==> src/hdl/sdram_mode_map.vh <==
// Constants for the SDRAM mode and timing control block.
// Assumes a 10 MHz aclk; included by bare name from the design files.
`ifndef SDRAM_MODE_MAP_VH
`define SDRAM_MODE_MAP_VH
`define MT_OFFSET      8'h53
`define MT_ADDR        12'h14C
`define MT_RESET       8'h00
`define MT_MODE_HI     7
`define MT_MODE_LO     5
`define MT_CYC_BIT     4
`define MT_CAS_BIT     2
`define MT_RCD_BIT     1
`define MT_RP_BIT      0
`define MT_WMASK       8'hF7
`define MODE_SELF      3'h0
`define MODE_REF156    3'h1
`define MODE_REF78     3'h2
`define MODE_NOP       3'h4
`define MODE_PREALL    3'h5
`define MODE_MRS       3'h6
`define MODE_CBR       3'h7
`define CMD_NOP        3'h7
`define CMD_ACT        3'h3
`define CMD_READ       3'h5
`define CMD_WRITE      3'h4
`define CMD_PRE        3'h2
`define CMD_REF        3'h1
`define CMD_MRS        3'h0
`define CLK_MHZ        10
`define REF156_NS      15600
`define REF78_NS       7800
`define REF156_CYC     ((`REF156_NS * `CLK_MHZ) / 1000)
`define REF78_CYC      ((`REF78_NS * `CLK_MHZ) / 1000)
`endif

==> src/hdl/sdram_cmd_seq.v <==
// Command sequencer: turns one request into an SDRAM command train.
// Assumes timing selects stay stable while busy.
`timescale 1ns/10ps
`include "sdram_mode_map.vh"
module sdram_cmd_seq
(
  input  wire        aclk,      // Clock
  input  wire        aresetn,   // Sync reset, active low
  input  wire        start,     // Begin a sequence
  input  wire [2:0]  kind,      // Mode code to execute
  input  wire        wr,        // Write access
  input  wire [11:0] addr,      // Row/col/command address
  input  wire        bank,      // Bank select
  input  wire        cyc_sel,   // Cycle time select
  input  wire        cas_sel,   // CAS latency select
  input  wire        rcd_sel,   // Activate delay select
  input  wire        rp_sel,    // Precharge time select
  output reg         busy,      // Sequence running
  output reg         done,      // Last cycle pulse
  output reg  [2:0]  cmd,       // Command to memory
  output reg  [11:0] mem_addr,  // Address lines
  output reg         mem_bank   // Bank select line
);
  localparam S_IDLE = 2'h0;
  localparam S_ACT  = 2'h1;
  localparam S_WAIT = 2'h2;
  reg [1:0] st_r;
  reg [3:0] cnt_r;
  reg       rw_phase_r;

  // Wait after a command, in clocks minus one
  function [3:0] gap;
    input [2:0] k;
    input       rp, rcd, cyc;
    begin
      case (k)
        `MODE_PREALL: gap = rp ? 4'h1 : 4'h2;
        `MODE_CBR:    gap = cyc ? 4'h7 : 4'h6;
        `MODE_MRS:    gap = 4'h1;
        default:      gap = 4'h0;
      endcase
    end
  endfunction

  always @(posedge aclk)
  begin
    done <= 1'b0;
    cmd  <= `CMD_NOP;
    if (!aresetn)
    begin
      st_r       <= S_IDLE;
      cnt_r      <= 4'h0;
      rw_phase_r <= 1'b0;
      busy       <= 1'b0;
      mem_addr   <= 12'h000;
      mem_bank   <= 1'b0;
    end
    else
    begin
      case (st_r)
        S_IDLE:
        begin
          if (start)
          begin
            busy     <= 1'b1;
            mem_addr <= addr;
            mem_bank <= bank;
            case (kind)
              `MODE_NOP:    cmd <= `CMD_NOP;
              `MODE_PREALL: cmd <= `CMD_PRE;
              `MODE_MRS:    cmd <= `CMD_MRS;
              `MODE_CBR:    cmd <= `CMD_REF;
              default:      cmd <= `CMD_ACT;
            endcase
            if (kind == `MODE_PREALL)
              mem_addr <= 12'h400;
            if (kind == `MODE_REF156 || kind == `MODE_REF78)
            begin
              st_r  <= S_ACT;
              // Access goes out when the count reaches one: 3 or 2 clocks after activate
              cnt_r <= rcd_sel ? 4'h2 : 4'h3;
            end
            else
            begin
              st_r  <= S_WAIT;
              cnt_r <= gap(kind, rp_sel, rcd_sel, cyc_sel);
            end
          end
        end
        S_ACT:
        begin
          if (cnt_r == 4'h1)
          begin
            cmd   <= wr ? `CMD_WRITE : `CMD_READ;
            st_r  <= S_WAIT;
            // Read waits CAS latency, then precharge after tRAS
            cnt_r <= (wr ? 4'h1 : (cas_sel ? 4'h2 : 4'h3))
                     + (cyc_sel ? 4'h2 : 4'h1);
            rw_phase_r <= 1'b1;
          end
          else
            cnt_r <= cnt_r - 4'h1;
        end
        S_WAIT:
        begin
          if (cnt_r == 4'h0)
          begin
            if (rw_phase_r)
            begin
              cmd        <= `CMD_PRE;
              rw_phase_r <= 1'b0;
              cnt_r      <= rp_sel ? 4'h1 : 4'h2;
            end
            else
            begin
              st_r <= S_IDLE;
              busy <= 1'b0;
              done <= 1'b1;
            end
          end
          else
            cnt_r <= cnt_r - 4'h1;
        end
        default: st_r <= S_IDLE;
      endcase
    end
  end
endmodule // sdram_cmd_seq

==> src/hdl/sdram_mode_timing_control.v <==
// Top: AXI4-Lite holder of the mode/timing register and the mode engine.
// Assumes one outstanding host access; memory is modelled only by commands.
`timescale 1ns/10ps
`include "sdram_mode_map.vh"
module sdram_mode_timing_control
(
  input  wire        aclk,          // Clock, 10 MHz
  input  wire        aresetn,       // Sync reset, active low
  input  wire [11:0] s_axi_awaddr,  // Write address
  input  wire        s_axi_awvalid, // Write address valid
  output wire        s_axi_awready, // Write address ready
  input  wire [31:0] s_axi_wdata,   // Write data
  input  wire [3:0]  s_axi_wstrb,   // Write strobes
  input  wire        s_axi_wvalid,  // Write data valid
  output wire        s_axi_wready,  // Write data ready
  output reg  [1:0]  s_axi_bresp,   // Write response
  output reg         s_axi_bvalid,  // Write response valid
  input  wire        s_axi_bready,  // Write response ready
  input  wire [11:0] s_axi_araddr,  // Read address
  input  wire        s_axi_arvalid, // Read address valid
  output wire        s_axi_arready, // Read address ready
  output reg  [31:0] s_axi_rdata,   // Read data
  output reg  [1:0]  s_axi_rresp,   // Read response
  output reg         s_axi_rvalid,  // Read valid
  input  wire        s_axi_rready,  // Read ready
  input  wire        host_req,      // Host cycle to memory
  input  wire        host_wr,       // Host cycle is a write
  input  wire [11:0] host_addr,     // Mapped memory address
  input  wire        host_bank,     // Mapped bank select
  output wire        host_ack,      // Host cycle finished, pulse
  output wire [2:0]  mem_cmd,       // Command {ras_n,cas_n,we_n}
  output wire [11:0] mem_addr_lines,// Memory address lines
  output wire        mem_bank_sel,  // Bank select line 0
  output reg         mem_cke,       // Clock enable, low in self-refresh
  output wire        refresh_busy   // Own refresh running
);
  ////////////////////////////////////////////////////////////////////
  reg  [7:0]  dram_mode_timing_r;
  reg  [2:0]  active_mode_r;
  reg         aw_got_r, w_got_r;
  reg  [11:0] aw_addr_r;
  reg  [31:0] w_data_r;
  reg  [3:0]  w_strb_r;
  reg  [10:0] ref_cnt_r;
  reg         ref_due_r;
  reg         own_ref_r;
  reg         seq_start;
  reg  [2:0]  seq_kind;
  wire        seq_busy, seq_done;
  wire [2:0]  sdram_op_mode_sel;

  assign sdram_op_mode_sel = dram_mode_timing_r[`MT_MODE_HI:`MT_MODE_LO];

  function normal_mode;
    input [2:0] m;
    begin
      normal_mode = (m == `MODE_REF156) || (m == `MODE_REF78);
    end
  endfunction

  // The register index 53h counts 32-bit words, so it sits alone in the word at 14Ch
  function mt_hit;
    input [11:0] a;
    begin
      mt_hit = (a[11:2] == {2'h0, `MT_OFFSET});
    end
  endfunction

  ////////////////////////////////////////////////////////////////////
  // Write channel: address and data taken in either order
  assign s_axi_awready = !aw_got_r && !s_axi_bvalid;
  assign s_axi_wready  = !w_got_r && !s_axi_bvalid;
  assign s_axi_arready = !s_axi_rvalid;

  always @(posedge aclk)
  begin
    if (!aresetn)
    begin
      aw_got_r           <= 1'b0;
      w_got_r            <= 1'b0;
      aw_addr_r          <= 12'h000;
      w_data_r           <= 32'h00000000;
      w_strb_r           <= 4'h0;
      s_axi_bvalid       <= 1'b0;
      s_axi_bresp        <= 2'h0;
      dram_mode_timing_r <= `MT_RESET;
    end
    else
    begin
      if (s_axi_awvalid && s_axi_awready)
      begin
        aw_got_r  <= 1'b1;
        aw_addr_r <= s_axi_awaddr;
      end
      if (s_axi_wvalid && s_axi_wready)
      begin
        w_got_r  <= 1'b1;
        w_data_r <= s_axi_wdata;
        w_strb_r <= s_axi_wstrb;
      end
      if (aw_got_r && w_got_r)
      begin
        aw_got_r     <= 1'b0;
        w_got_r      <= 1'b0;
        s_axi_bvalid <= 1'b1;
        if (mt_hit(aw_addr_r))
        begin
          s_axi_bresp <= 2'h0;
          // Reserved bit 3 stays zero; same byte lane as the read path
          if (w_strb_r[0])
            dram_mode_timing_r <= w_data_r[7:0] & `MT_WMASK;
        end
        else
          s_axi_bresp <= 2'h2;
      end
      if (s_axi_bvalid && s_axi_bready)
        s_axi_bvalid <= 1'b0;
    end
  end

  always @(posedge aclk)
  begin
    if (!aresetn)
    begin
      s_axi_rvalid <= 1'b0;
      s_axi_rdata  <= 32'h00000000;
      s_axi_rresp  <= 2'h0;
    end
    else if (s_axi_arvalid && s_axi_arready)
    begin
      s_axi_rvalid <= 1'b1;
      if (mt_hit(s_axi_araddr))
      begin
        s_axi_rdata <= {24'h000000, dram_mode_timing_r};
        s_axi_rresp <= 2'h0;
      end
      else
      begin
        s_axi_rdata <= 32'h00000000;
        s_axi_rresp <= 2'h2;
      end
    end
    else if (s_axi_rvalid && s_axi_rready)
      s_axi_rvalid <= 1'b0;
  end

  ////////////////////////////////////////////////////////////////////
  // Mode adopted only while the sequencer is idle
  always @(posedge aclk)
  begin
    if (!aresetn)
    begin
      active_mode_r <= `MODE_SELF;
      mem_cke       <= 1'b0;
    end
    else if (!seq_busy && !seq_start)
    begin
      active_mode_r <= sdram_op_mode_sel;
      mem_cke       <= (sdram_op_mode_sel != `MODE_SELF);
    end
  end

  // Refresh interval timer, runs only in the normal modes
  always @(posedge aclk)
  begin
    if (!aresetn)
    begin
      ref_cnt_r <= 11'h000;
      ref_due_r <= 1'b0;
    end
    else if (!normal_mode(active_mode_r))
    begin
      ref_cnt_r <= 11'h000;
      ref_due_r <= 1'b0;
    end
    else
    begin
      // Clear first so that a new interval ending in the same cycle wins
      if (seq_start && seq_kind == `MODE_CBR)
        ref_due_r <= 1'b0;
      // Restart on a pending mode change: a count left from the long interval
      // would otherwise run past the short limit and wrap
      if (active_mode_r != sdram_op_mode_sel)
        ref_cnt_r <= 11'h000;
      else if ((active_mode_r == `MODE_REF156 && ref_cnt_r == `REF156_CYC - 1) ||
               (active_mode_r == `MODE_REF78 && ref_cnt_r == `REF78_CYC - 1))
      begin
        ref_cnt_r <= 11'h000;
        ref_due_r <= 1'b1;
      end
      else
        ref_cnt_r <= ref_cnt_r + 11'h001;
    end
  end

  // Dispatch: refresh wins over a host cycle; 011 and 000 ignore hosts
  always @*
  begin
    seq_start = 1'b0;
    seq_kind  = active_mode_r;
    // Skip the acknowledge cycle: the host still holds its finished request there
    if (!seq_busy && !seq_done && active_mode_r == sdram_op_mode_sel)
    begin
      if (normal_mode(active_mode_r) && ref_due_r)
      begin
        seq_start = 1'b1;
        seq_kind  = `MODE_CBR;
      end
      else if (host_req && (normal_mode(active_mode_r) || active_mode_r[2]))
        seq_start = 1'b1;
    end
  end

  always @(posedge aclk)
  begin
    if (!aresetn)
      own_ref_r <= 1'b0;
    else if (seq_start)
      own_ref_r <= normal_mode(active_mode_r) && ref_due_r;
  end

  assign host_ack     = seq_done && !own_ref_r;
  assign refresh_busy = seq_busy && own_ref_r;

  sdram_cmd_seq u_seq
  (
    .aclk     (aclk),
    .aresetn  (aresetn),
    .start    (seq_start),
    .kind     (seq_kind),
    .wr       (host_wr),
    .addr     (host_addr),
    .bank     (host_bank),
    .cyc_sel  (dram_mode_timing_r[`MT_CYC_BIT]),
    .cas_sel  (dram_mode_timing_r[`MT_CAS_BIT]),
    .rcd_sel  (dram_mode_timing_r[`MT_RCD_BIT]),
    .rp_sel   (dram_mode_timing_r[`MT_RP_BIT]),
    .busy     (seq_busy),
    .done     (seq_done),
    .cmd      (mem_cmd),
    .mem_addr (mem_addr_lines),
    .mem_bank (mem_bank_sel)
  );
endmodule // sdram_mode_timing_control

==> config.mk <==
export PLATFORM = sky130hd
export DESIGN_NAME = sdram_mode_timing_control
export DESIGN_NICKNAME = d
export VERILOG_FILES = /design/src/hdl/sdram_cmd_seq.v /design/src/hdl/sdram_mode_timing_control.v
export VERILOG_INCLUDE_DIRS = /design/src /design/src/hdl
export SDC_FILE = /design/constraint.sdc
export NUM_CORES = 1
export LEC_CHECK = 0
export ABC_AREA = 1
export BUFFER_PORTS_ARGS = -buffer_cell sky130_fd_sc_hd__buf_2
export CORE_ASPECT_RATIO = 1.2
export CORE_MARGIN = 3
export CORE_UTILIZATION = 35
export CTS_CLUSTER_DIAMETER = 50
export DETAILED_ROUTE_END_ITERATION = 8
export PLACE_DENSITY_LB_ADDON = 0.3
export SLEW_MARGIN = 30
export SYNTH_ARGS = -nofsm -noshare
export SYNTH_HDL_FRONTEND = slang
export SYNTH_SLANG_ARGS = --single-unit
==> constraint.sdc <==
create_clock -name aclk -period 1.87 [get_ports aclk]
set_clock_uncertainty 0.1 [all_clocks]
set_input_delay 0.0935 -clock aclk [delete_from_list [all_inputs] [get_ports aclk]]
set_output_delay 0.0935 -clock aclk [all_outputs]
set_load 0.01 [all_outputs]
# Yosys cells after proc, flatten, opt, wreduce, memory -nomap -nowiden

Index checks and enable logic that the tools add are counted.
Widths: inputs -> output; s select.

Register bits after elaboration: 110
Latch bits: 0
Bits in writable memories: 0
Memory bits (read-only): 0
Input bits: 82
Output and inout bits: 60
Memories: 0

Add/subtract/negate cells: 3
Multiply operators: 0
Div/mod/pow operators: 0
$lt $le $gt $ge: 0
Equal/unequal tests: 22
Shift-type cells: 0
Mux-type cells: 48
Bitwise logic cells: 2
Reduce and logical (&&, ||, !) cells: 48

Operators with widths:

| operator              | count |
|---|---|
| $mux 4                | 6 |
| $pmux 4 s3            | 2 |
| $eq 10x7->1 const B   | 2 |
| $logic_and 1x1->1     | 18 |
| $mux 1                | 18 |
| $mux 2                | 9 |
| $mux 3                | 6 |
| $eq 3x3->1 const B    | 4 |
| $mux 12               | 1 |
| $pmux 3 s4            | 1 |
| $reduce_and 3->1      | 4 |
| $add 11x1->11 const B | 1 |
| $eq 11x7->1 const B   | 1 |
| $eq 11x8->1 const B   | 1 |
| $pmux 3 s3            | 1 |
| $logic_not 1->1       | 8 |
| $mux 8                | 1 |
| $reduce_and 4->1      | 2 |
| $eq 3x1->1 const B    | 2 |
| $eq 3x2->1 const B    | 2 |
| $pmux 2 s3            | 1 |
| $reduce_bool 2->1     | 3 |
| $reduce_bool 3->1     | 2 |
| $add 4x4->4           | 1 |
| other kinds (17)      | 26 |

# Logic depth before layout (Yosys ltp)

Gate-level depths: netlist of the first run.

Depth in word-level cells: 11
Mapped depth: 11
Gate-level depth less buffers: 11

# Modules after synthesis

Synthesis of the first run repeated with hierarchy kept, for this count alone.

Cells, all modules: 549
Area total of the unflattened synthesis: 3931.3 um^2

Modules (own cells, without submodules):

| module                    | times used | cells each | area an instance (um^2) | seq. area each (um^2) |
|---|---|---|---|---|
| sdram_mode_timing_control | 1          | 357        | 2562.5                  | 1101.1 |
| sdram_cmd_seq             | 1          | 192        | 1368.8                  | 500.5 |

# Least setup slack after synthesis of the first run

OpenSTA, ideal clock, no wires.

Path type: register -> register
Start point: reg dram_mode_timing_r[4]
End point: reg u_seq.cnt_r[1]
Arrival time: 1.563 ns
Data required time: 1.700 ns
Setup slack: 0.137 ns
Cell stages (with the launch flop): 10
Buffers on the path: 0
Period minus slack after synthesis: 1.733 ns
Cells stage by stage: dfxtp_1 > inv_1 > ha_1 > inv_1 > fa_1 > o31ai_1 > inv_1 > o221ai_1 > nand3_1 > a21oi_1

Longest elaborated chain between the ends: 4

RTL lines:

| element                  | line                            | source |
|---|---|---|
| start: declaration       | sdram_mode_timing_control.v:38  | `reg [7:0] dram_mode_timing_r;` |
| start signal: assignment | sdram_mode_timing_control.v:86  | `` dram_mode_timing_r <= `MT_RESET; `` |
| start signal: assignment | sdram_mode_timing_control.v:111 | `` dram_mode_timing_r <= w_data_r[7:0] & `MT_WMASK; `` |
| $mux 2                   | sdram_cmd_seq.v:98              | `+ (cyc_sel ? 4'h2 : 4'h1);` |
| $add 4x4->4              | sdram_cmd_seq.v:98              |  |
| $mux 4                   | sdram_cmd_seq.v:92              | `if (cnt_r == 4'h1)` |
| $pmux 4 s3               | sdram_cmd_seq.v:60              | `case (st_r)` |
| end signal: assignment   | sdram_cmd_seq.v:97              | `cnt_r <= (wr ? 4'h1 : (cas_sel ? 4'h2 : 4'h3))` |
| end signal: assignment   | sdram_cmd_seq.v:102             | `cnt_r <= cnt_r - 4'h1;` |
| end signal: assignment   | sdram_cmd_seq.v:112             | `cnt_r <= rp_sel ? 4'h1 : 4'h2;` |
| end: declaration         | sdram_cmd_seq.v:28              | `reg [3:0] cnt_r;` |

No other way between the ends.
A chain may end at the register's enable or synchronous reset.

# Worst setup path in the final report of the first run

Start point: reg dram_mode_timing_r[2]
End point: reg u_seq.cnt_r[1]

Longest elaborated chain between the ends: 5

RTL lines:

| element     | line |
|---|---|
| $mux 1      | sdram_cmd_seq.v:97 |
| $mux 4      | sdram_cmd_seq.v:97 |
| $add 4x4->4 | sdram_cmd_seq.v:98 |
| $mux 4      | sdram_cmd_seq.v:92 |
| $pmux 4 s3  | sdram_cmd_seq.v:60 |

No other way between the ends.

==> out/metrics.cfg, run 1 <==
[run_status]
outcome=finished, final reports clean

[synthesis]
syn_area_um2=3864
synth_area_leaders=dfxtp_1 41%, nor2_1 7.3%, nand2_1 6.3%, o21ai_0 6.0%, inv_1 5.3%
synthCells=515
yosysTopAreaCell=dfxtp_1
ys_top_cells_by_count=80 x dfxtp_1, 75 x nor2_1, 65 x nand2_1
async_reset_ff_frac=0
yosys_warnings=0
synth_ff_type=dfxtp_1
synth-seq-cells=80
synth_edf_count=0
yosysMostFrequentCell=dfxtp_1
synth_top_area_frac=0.4145
seq_area_frac_synth=0.4145
avgSynthCellArea_um2=7.502
ys_types=40

[min_path]
hp-start=host_wr
whs_path_depth=4
hold_class=in2reg
hold_path_end=u_seq.cmd[0]$_SDFF_PN1_

[layout]
multi_input_area_um2=1877
drive_above_1_share=0.2252
fillerInstances=1090
regArea_um2=1608
areaGrowthSynthToFinish_pct=30.12
antennaDiodeCount=0
final_cell_count_no_fill=773
fin_nets=732

[detailed_routing]
drt_wl_total_mm=9.438
vias=3624
wire_per_inst_um=12.21
viasPerCell=4.688
dr.pass1.iters=4
drtIter0Drc=170
ant_nets=0
drc=0

[sta]
fin_crit_sh=0.9696
finalHoldViolCount=0
fmax_mhz=551.5
slew_viol_final=0
setup_viol=0
fin_crit_ps=1813
setup_tns_ps=0

[worst_setup_path]
startpoint_type=flip-flop
required_ps=2040
crit_type=reg2reg
arrival_ps=1980
reg2regPathDepth=9
crit_top_cell=inv_1
r2r_slack_ps=60
critPathCaptureType=flip-flop
cp_slowest_cell=fa_1
path_cells=nand2_1 -> ha_1 -> inv_1 -> fa_1 -> o31ai_2 -> inv_1 -> o221ai_1 -> nand3_1 -> a21oi_1
path_delay_family=adder cells
critical_path_buf_inv_count=2
max_stage_delay_ps=420
critPathMaxFanout=3
timing.rr.start=dram_mode_timing_r[2]$_SDFFE_PN0P_
r2r_end=u_seq.cnt_r[1]$_SDFFE_PN0P_

[power]
power_leakage_nw=2.266
powerDensity_nw_per_um2=1098
ir_drop_v=0.0005670

[die]
io_pins=142
die_y_um=121.1
num_rows=41
core_um2=10670
dieArea_um2=12340
initial_core_util=0.3621
die_x_um=101.9

[global_routing]
grt_pass1_vias=3440
grt-ovfl-total=0
antenna_found_initial=0
grt_usage=0.1551
grt_pass1_wl_mm=15.35
grt_start_max_net_pins=44

[clock_network]
clk_path_buf_depth=2
cts_buffers=9
clkSinkCount=80
htree_levels=3
clkLatencyLatePin_ps=330
cts_tree=done
clk_pin_slew_ps=60
cts_root_buf=clkbuf_16

[place]
dp_cells=721
dp_hpwl_mm=6.781
gp_congestion=0.8775
io_buffer_count=82

[flow_run]
drv_cap=0

-- through the flow --
stage | total power, mW | area (um2) | util | hold WS (ps) | setup WS (ps)
after CTS | 5.511 | 4981 | 0.4668 | 73.24 | 51.68
after detailed placement | 3.687 | 4333 | 0.4061 | 179.6 | 76.11
after floorplan | 3.296 | 3961 | - | 92.52 | 136.9
after global routing | 5.893 | 5027 | 0.4712 | 98.89 | -28.47
final | 5.522 | 5027 | 0.4712 | 72.13 | 56.78
after global placement | 3.663 | 4333 | 0.4061 | 179.8 | 79.07
-- tightest hold or removal path: cells and delay by family --
family	cells	cell delay, ps
buffers and inverters	2	220
AND/OR/NAND/NOR	1	80
AO/OA/AOI/OAI	1	70
-- final cells by class --
cell class,count,share of cell area
multi-input combinational,358,0.3733
tap,129,0.03211
inverter,64,0.04828
clock inverter,6,0.01369
timing repair buffer,126,0.1672
clock buffer,10,0.04555
sequential,80,0.3198
-- what timing repair did --
item,4_1_cts,5_1_grt
endpoints found under the hold margin,38,0
setup endpoints to repair,0,19
setup buffers,0,1
hold buffers,35,0
resized for setup,0,14
-- cells in the final DEF (no fill, tap or decap), drive strengths merged --
cell          n
conb         27
clkbuf       10
o221ai        1
xnor2         4
dfxtp        80
inv          63
o32ai         1
fa            1
ha           10
nor3         19
dlygate4sd3  35
nor4          2
o41ai         1
o2111ai       1
nor2         78
o21ai        48
clkinv        6
xor2          7
nand3        31
buf          91
nand2        73
o21bai        1
o31ai         2
o211ai        2
a211oi        2
bufinv        1
a21oi        40
nand4         5
o21a          2
-- kinds of logic after synthesis --
family / after synthesis / synth area share
other: 1 / 0.0009706
XOR/XNOR: 11 / 0.02493
flip-flops: 80 / 0.4145
adder cells (fa/ha/maj): 11 / 0.03756
AND/OR/NAND/NOR: 208 / 0.2481
buffers and inverters: 103 / 0.1334
AO/OA/AOI/OAI: 101 / 0.1405
-- state kept, by name, indices dropped and copies added, names as in the netlist --
register and count:
active_mode_r 3, aw_addr_r 10, aw_got_r 1, dram_mode_timing_r 7, mem_cke 1, own_ref_r 1, ref_cnt_r 11, ref_due_r 1
s_axi_bresp 1, s_axi_bvalid 1, s_axi_rdata 7, s_axi_rresp 1, s_axi_rvalid 1, u_seq.busy 1, u_seq.cmd 3, u_seq.cnt_r 4
u_seq.done 1, u_seq.mem_addr 12, u_seq.mem_bank 1, u_seq.rw_phase_r 1, u_seq.st_r 2, w_data_r 7, w_got_r 1, w_strb_r 1
-- how the worst max path moves through the flow --
stage                                  startpoint                          end  depth (start not counted)
6_report       dram_mode_timing_r[2]$_SDFFE_PN0P_  u_seq.cnt_r[1]$_SDFFE_PN0P_                          9
3_5_place_dp   dram_mode_timing_r[2]$_SDFFE_PN0P_  u_seq.cnt_r[1]$_SDFFE_PN0P_                          9
3_3_place_gp   dram_mode_timing_r[2]$_SDFFE_PN0P_  u_seq.cnt_r[1]$_SDFFE_PN0P_                          9
4_1_cts        dram_mode_timing_r[2]$_SDFFE_PN0P_  u_seq.cnt_r[1]$_SDFFE_PN0P_                          9
2_1_floorplan  dram_mode_timing_r[4]$_SDFFE_PN0P_  u_seq.cnt_r[1]$_SDFFE_PN0P_                          9
5_1_grt        dram_mode_timing_r[2]$_SDFFE_PN0P_  u_seq.cnt_r[1]$_SDFFE_PN0P_                          9
-- layer usage --
| metal | part of all wire | up-vias | global-route usage | wire (um) |
|---|---|---|---|---|
| met1 | 0.42 | 1649 | 0.1916 | 3967 |
| met5 | 0 | - | 0 | 0 |
| met3 | 0.047 | 15 | 0.03278 | 440 |
| li1 | - | 1863 | - | - |
| met2 | 0.51 | 97 | 0.2586 | 4828 |
| met4 | 0.021 | 0 | 0.06645 | 202 |
-- report_power, final --
part           internal (mW)  switching, mW  total (mW)
clock                   1.04          0.713        1.76
combinational          0.638           1.09        1.73
sequential              1.91          0.127        2.03
No activity file was read; power rests on OpenSTA's default activity.
==> inputs of run 2 (changes only) <==
Clock period 1.87 ns to 2.3 ns, I/O delays scaled along.
==> out/metrics.cfg, run 2 (synthesis gave the netlist of run 1 again) <==
[global_routing]
grt_start_max_net_pins=44  ; unchanged
grt_usage=0.1507  ; -0.004379
grt-ovfl-total=0  ; unchanged
grt_pass1_vias=3335  ; -3.1%
grt_pass1_wl_mm=14.71  ; -4.2%
antenna_found_initial=0  ; unchanged

[layout]
areaGrowthSynthToFinish_pct=26.46
max_flop_register=u_seq.mem_addr
regArea_um2=1602  ; -0.39%
antennaDiodeCount=0  ; unchanged
top_regs=u_seq.mem_addr (12), ref_cnt_r (11), aw_addr_r (10)
multi_input_area_um2=1844  ; -1.7%
final_cell_mix=82 x buf_2, 80 x dfxtp_1, 75 x nor2_1
fillerInstances=1065  ; -2.3%
drive_above_1_share=0.1969  ; -0.02830
final_common_cell=buf_2
fin_nets=724  ; -1.1%
largest_reg_flops=12  ; unchanged

[worst_setup_path]
r2r_end=u_seq.cnt_r[1]$_SDFFE_PN0P_
crit_top_cell=inv_1
critPathCaptureType=flip-flop
startpoint_type=flip-flop
arrival_ps=2060  ; +80 ps
critPathMaxFanout=4  ; +1
reg2regPathDepth=9  ; unchanged
max_stage_delay_ps=400  ; -20 ps
crit_type=reg2reg
r2r_slack_ps=410  ; +350 ps
required_ps=2480  ; +440 ps
cp_slowest_cell=fa_1
timing.rr.start=dram_mode_timing_r[4]$_SDFFE_PN0P_
path_cells=inv_1 -> ha_1 -> inv_1 -> fa_1 -> o31ai_1 -> inv_1 -> o221ai_1 -> nand3_1 -> a21oi_1

[clock_network]
clkSinkCount=80  ; unchanged
cts_root_buf=clkbuf_16
htree_levels=3  ; unchanged
clkLatencyLatePin_ps=340  ; about the same
cts_buffers=9  ; unchanged
cts_tree=done
clk_pin_slew_ps=60  ; about the same
cts_resized=0  ; unchanged
clk_path_buf_depth=2  ; unchanged

[place]
gp_congestion=0.8500  ; -3.1%
io_buffer_count=82  ; unchanged
dp_hpwl_mm=6.760  ; -0.31%
dp_slack_ps=415.8  ; +339.7 ps

[power]
pwr-share-clk=0.306  ; -0.012
p_sw_frac=0.3604  ; +0.01005
p_sw_mw=1.556  ; -20%
internal-power_mw=2.762  ; -23%
powerDensity_nw_per_um2=883.8  ; -20%
ir_drop_v=0.0003800  ; -33%
power_leakage_nw=2.192  ; -3.3%
combPwrFrac=0.312  ; -0.002
seq_power_share=0.382  ; +0.014

[sta]
setup_viol=0  ; unchanged
fin_crit_sh=0.8212  ; -0.1485
rsz0062_at_grt=no
fmax_mhz=529.5  ; -4.0%
setup_tns_ps=0  ; unchanged
fin_crit_ps=1889  ; +75.43 ps
worst_slack_ps=411.4  ; +354.6 ps
finalHoldViolCount=0  ; unchanged
slew_viol_final=0  ; unchanged
tightest_slew_ps=554.3
slew_headroom=0.6301

[detailed_routing]
drc=0  ; unchanged
drtIter0Drc=134  ; -21%
vias=3587  ; -1.0%
ant_nets=0  ; unchanged
dr.pass1.iters=4  ; unchanged
viasPerCell=4.695  ; +0.15%
drt_wl_total_mm=9.167  ; -2.9%
wire_per_inst_um=12.00  ; -1.7%

[die]
die_x_um=101.9  ; unchanged
dieArea_um2=12340  ; unchanged
num_rows=41  ; unchanged
io_pins=142  ; unchanged
die_y_um=121.1  ; unchanged
initial_core_util=0.3621  ; unchanged
core_um2=10670  ; unchanged

[min_path]
hold_path_end=s_axi_rdata[2]$_SDFFE_PN0P_
hold_class=in2reg
hp-start=s_axi_araddr[7]
whs_path_depth=4  ; unchanged

[flow_run]
drv_cap=0  ; unchanged

[run_status]
outcome=finished, final reports clean

run 2: worst max-delay path by stage:
| stage | startpoint | endpoint | cells after the start |
|---|---|---|---|
| 5_1_grt | dram_mode_timing_r[4]$_SDFFE_PN0P_ | u_seq.cnt_r[1]$_SDFFE_PN0P_ | 9 |
| 3_5_place_dp | dram_mode_timing_r[4]$_SDFFE_PN0P_ | u_seq.cnt_r[1]$_SDFFE_PN0P_ | 9 |
| 3_3_place_gp | dram_mode_timing_r[4]$_SDFFE_PN0P_ | u_seq.cnt_r[1]$_SDFFE_PN0P_ | 9 |
| 6_report | dram_mode_timing_r[4]$_SDFFE_PN0P_ | u_seq.cnt_r[1]$_SDFFE_PN0P_ | 9 |
| 2_1_floorplan | dram_mode_timing_r[4]$_SDFFE_PN0P_ | u_seq.cnt_r[1]$_SDFFE_PN0P_ | 9 |
| 4_1_cts | dram_mode_timing_r[4]$_SDFFE_PN0P_ | u_seq.cnt_r[1]$_SDFFE_PN0P_ | 9 |
run 2: metrics by stage:
| stage | cell area, um2 | std cells | util | hold slack (ps) | power [mW] |
|---|---|---|---|---|---|
| 6_report | 4886 | 764 | 0.4579 | 15.17 | 4.318 |
| 5_1_grt | 4886 | 764 | 0.4579 | 26.73 | 4.600 |
| 4_1_cts | 4886 | 764 | 0.4579 | 1.536 | 4.353 |
| 3_5_place_dp | 4275 | 715 | 0.4007 | 201.4 | 2.978 |
| 3_3_place_gp | 4275 | 715 | 0.4007 | 202.2 | 2.964 |
| 2_1_floorplan | 3961 | 541 | - | 114.0 | 2.680 |
run 2: per-layer routing:
metal,global-route usage,wire length (um),vias up
met5,0,0,-
met4,0.05086,160,0
met3,0.04255,363,13
met2,0.2594,4600,75
met1,0.1784,4042,1651
li1,-,-,1848
run 2: area by class of cell:
type | count | area share
clock buffer | 9 | 0.04609
timing repair buffer | 118 | 0.1567
sequential | 80 | 0.3278
inverter | 64 | 0.04968
tap | 129 | 0.03303
clock inverter | 6 | 0.009219
multi-input combinational | 358 | 0.3775
run 2: power groups by stage:
| stage | sequential (mW) | combinational, mW | clock, mW |
|---|---|---|---|
| 2_1_floorplan | 1.69 | 0.989 | 0 |
| 3_3_place_gp | 1.67 | 1.29 | 0 |
| 3_5_place_dp | 1.68 | 1.30 | 0 |
| 4_1_cts | 1.65 | 1.35 | 1.35 |
| 5_1_grt | 1.67 | 1.53 | 1.40 |
| 6_report | 1.65 | 1.35 | 1.32 |
run 2: worst max-delay path, delay by kind of cell (launching register included):
kind	cells	cell delay [ps]
adder cells (fa/ha/maj)	2	590
AO/OA/AOI/OAI	3	430
flip-flops	1	370
buffers and inverters	3	220
AND/OR/NAND/NOR	1	100
run 2: timing repair:
item	in CTS	in global routing
setup buffers	0	0
hold buffers	34	0
endpoints found under the setup margin	0	0
endpoints found under the hold margin	34	0
==> inputs of run 3 (changes only) <==
Clock period 2.3 ns to 1.85 ns, I/O delays scaled along.
==> out/metrics.cfg, run 3 (synthesis gave the netlist of run 1 again) <==
[clock_network]
htree_levels=3  ; unchanged
clkLatencyLatePin_ps=340  ; about the same
clkSinkCount=80  ; unchanged
clk_pin_slew_ps=60  ; about the same
clk_path_buf_depth=2  ; unchanged
cts_tree=done
cts_root_buf=clkbuf_16
cts_buffers=9  ; unchanged

[layout]
multi_input_area_um2=1878  ; +1.8%
fillerInstances=1069  ; +0.38%
post-route-util=0.4723  ; +0.01442
fin_nets=734  ; +1.4%
regArea_um2=1608  ; +0.39%
final_common_cell=buf_2
drive_above_1_share=0.2264  ; +0.02951
areaGrowthSynthToFinish_pct=30.44
top_regs=u_seq.mem_addr (12), ref_cnt_r (11), aw_addr_r (10)
largest_reg_flops=12  ; unchanged
final_cell_mix=82 x buf_2, 75 x dfxtp_1, 74 x nor2_1
max_flop_register=u_seq.mem_addr
antennaDiodeCount=0  ; unchanged

[detailed_routing]
dr.pass1.iters=4  ; unchanged
drt_wl_total_mm=9.254  ; +0.95%
ant_nets=0  ; unchanged
vias=3615  ; +0.78%
drc=0  ; unchanged
viasPerCell=4.671  ; -0.52%
drtIter0Drc=196  ; +46%
wire_per_inst_um=11.96  ; -0.36%

[place]
gp_congestion=0.8307  ; -2.3%
dp_hpwl_mm=6.712  ; -0.71%
dp_slack_ps=29.26  ; -386.5 ps
io_buffer_count=82  ; unchanged

[sta]
slew_headroom=0.6645  ; +0.03449
fin_crit_ps=1762  ; -127.1 ps
slew_viol_final=0  ; unchanged
tightest_slew_ps=500.5  ; -53.85 ps
hold_slack_ps=89.02  ; +73.85 ps
fmax_mhz=567.7  ; +7.2%
setup_tns_ps=0  ; unchanged
setup_viol=0  ; unchanged
worst_slack_ps=88.41  ; -322.9 ps
finalHoldViolCount=0  ; unchanged
fin_crit_sh=0.9522  ; +0.1311
rsz0062_at_grt=yes

[min_path]
hold_class=in2reg

[global_routing]
grt_usage=0.1507  ; about the same
antenna_found_initial=0  ; unchanged
grt-ovfl-total=0  ; unchanged
grt_pass1_vias=3341  ; +0.18%
grt_pass1_wl_mm=14.79  ; +0.56%
grt_start_max_net_pins=44  ; unchanged

[worst_setup_path]
max_stage_delay_ps=420  ; +20 ps
crit_type=reg2reg
path_delay_family=adder cells
required_ps=2020  ; -460 ps
crit_top_cell=inv_1
arrival_ps=1930  ; -130 ps
path_cells=nand2_1 -> ha_1 -> inv_1 -> fa_1 -> o31ai_2 -> inv_1 -> o221ai_1 -> nand3_1 -> a21oi_1
critical_path_buf_inv_count=2  ; -1
critPathCaptureType=flip-flop
critPathMaxFanout=3  ; -1
startpoint_type=flip-flop
cp_slowest_cell=fa_1

[die]
die_y_um=121.1  ; unchanged
num_rows=41  ; unchanged
io_pins=142  ; unchanged
die_x_um=101.9  ; unchanged
initial_core_util=0.3621  ; unchanged
dieArea_um2=12340  ; unchanged
core_um2=10670  ; unchanged

[power]
ir_drop_v=0.0004221  ; +11%
power_leakage_nw=2.286  ; +4.3%
powerDensity_nw_per_um2=1111  ; +26%

[run_status]
outcome=finished, final reports clean

[flow_run]
drv_cap=0  ; unchanged

-- run 3: changes by cell type in the layout (fill, tap and decap cells not counted), moves of 2 or more --
cell        change
clkinvlp_4      -2
dfxtp_2         +5
nand2_1         -2
buf_4           +8
nand3_1         -2
nand3_2         +2
nand2_2         +2
dfxtp_1         -5
-- run 3: what timing repair did --
| action | CTS | global route |
|---|---|---|
| hold buffers | 35 | 0 |
| endpoints found under the setup margin | 0 | 15 |
| hold endpoints to repair | 39 | 0 |
| buffers inserted | 0 | 0 |
| resized for setup | 0 | 14 |
-- run 3: layout make-up --
cell class	instances	share of cell area
Tap cell	129	0.03203
Timing Repair Buffer	128	0.1698
Inverter	64	0.04816
Clock buffer	9	0.04469
Multi-Input combinational cell	358	0.3726
Clock inverter	6	0.01365
Sequential cell	80	0.3190
-- run 3: worst reg2reg max path, delay by kind of cell (launching register included) --
family          cells  cell delay (ps)
compound gates      3              400
fa+ha+maj           2              590
buf+inv             2              120
flops               1              340
simple gates        2              150
-- run 3: where the power goes --
part           switching (mW)  internal, mW  leakage, nW
Combinational            1.11         0.674         1.49
Clock                   0.716          1.04        0.142
Sequential              0.126          1.93        0.654
-- run 3: worst paths after layout --
kind	cells past startpoint	slack, ps	endpoint	start
max	9	90	u_seq.cnt_r[1]$_SDFFE_PN0P_	dram_mode_timing_r[2]$_SDFFE_PN0P_
min	4	90	u_seq.cmd[0]$_SDFF_PN1_	host_wr
max reg2reg	9	90	u_seq.cnt_r[1]$_SDFFE_PN0P_	dram_mode_timing_r[2]$_SDFFE_PN0P_
min reg2reg	2	360	aw_addr_r[8]$_SDFFE_PN0P_	aw_addr_r[8]$_SDFFE_PN0P_
-- run 3: through the flow --
| stage | total power [mW] | cell area (um2) | cells |
|---|---|---|---|
| global placement | 3.745 | 4355 | 724 |
| CTS | 5.589 | 5000 | 774 |
| finish | 5.598 | 5040 | 774 |
| global route | 5.961 | 5040 | 774 |
| detailed placement | 3.765 | 4355 | 724 |
| floorplan | 3.331 | 3961 | 541 |
-- run 3: routing by layer --
metal  GRT usage  part of all wire  up-vias
met4     0.04840             0.014        0
met2      0.2582              0.51       90
met5           0                 0        -
met1      0.1812              0.43     1638
li1            -                 -     1876
met3     0.04140             0.049       11
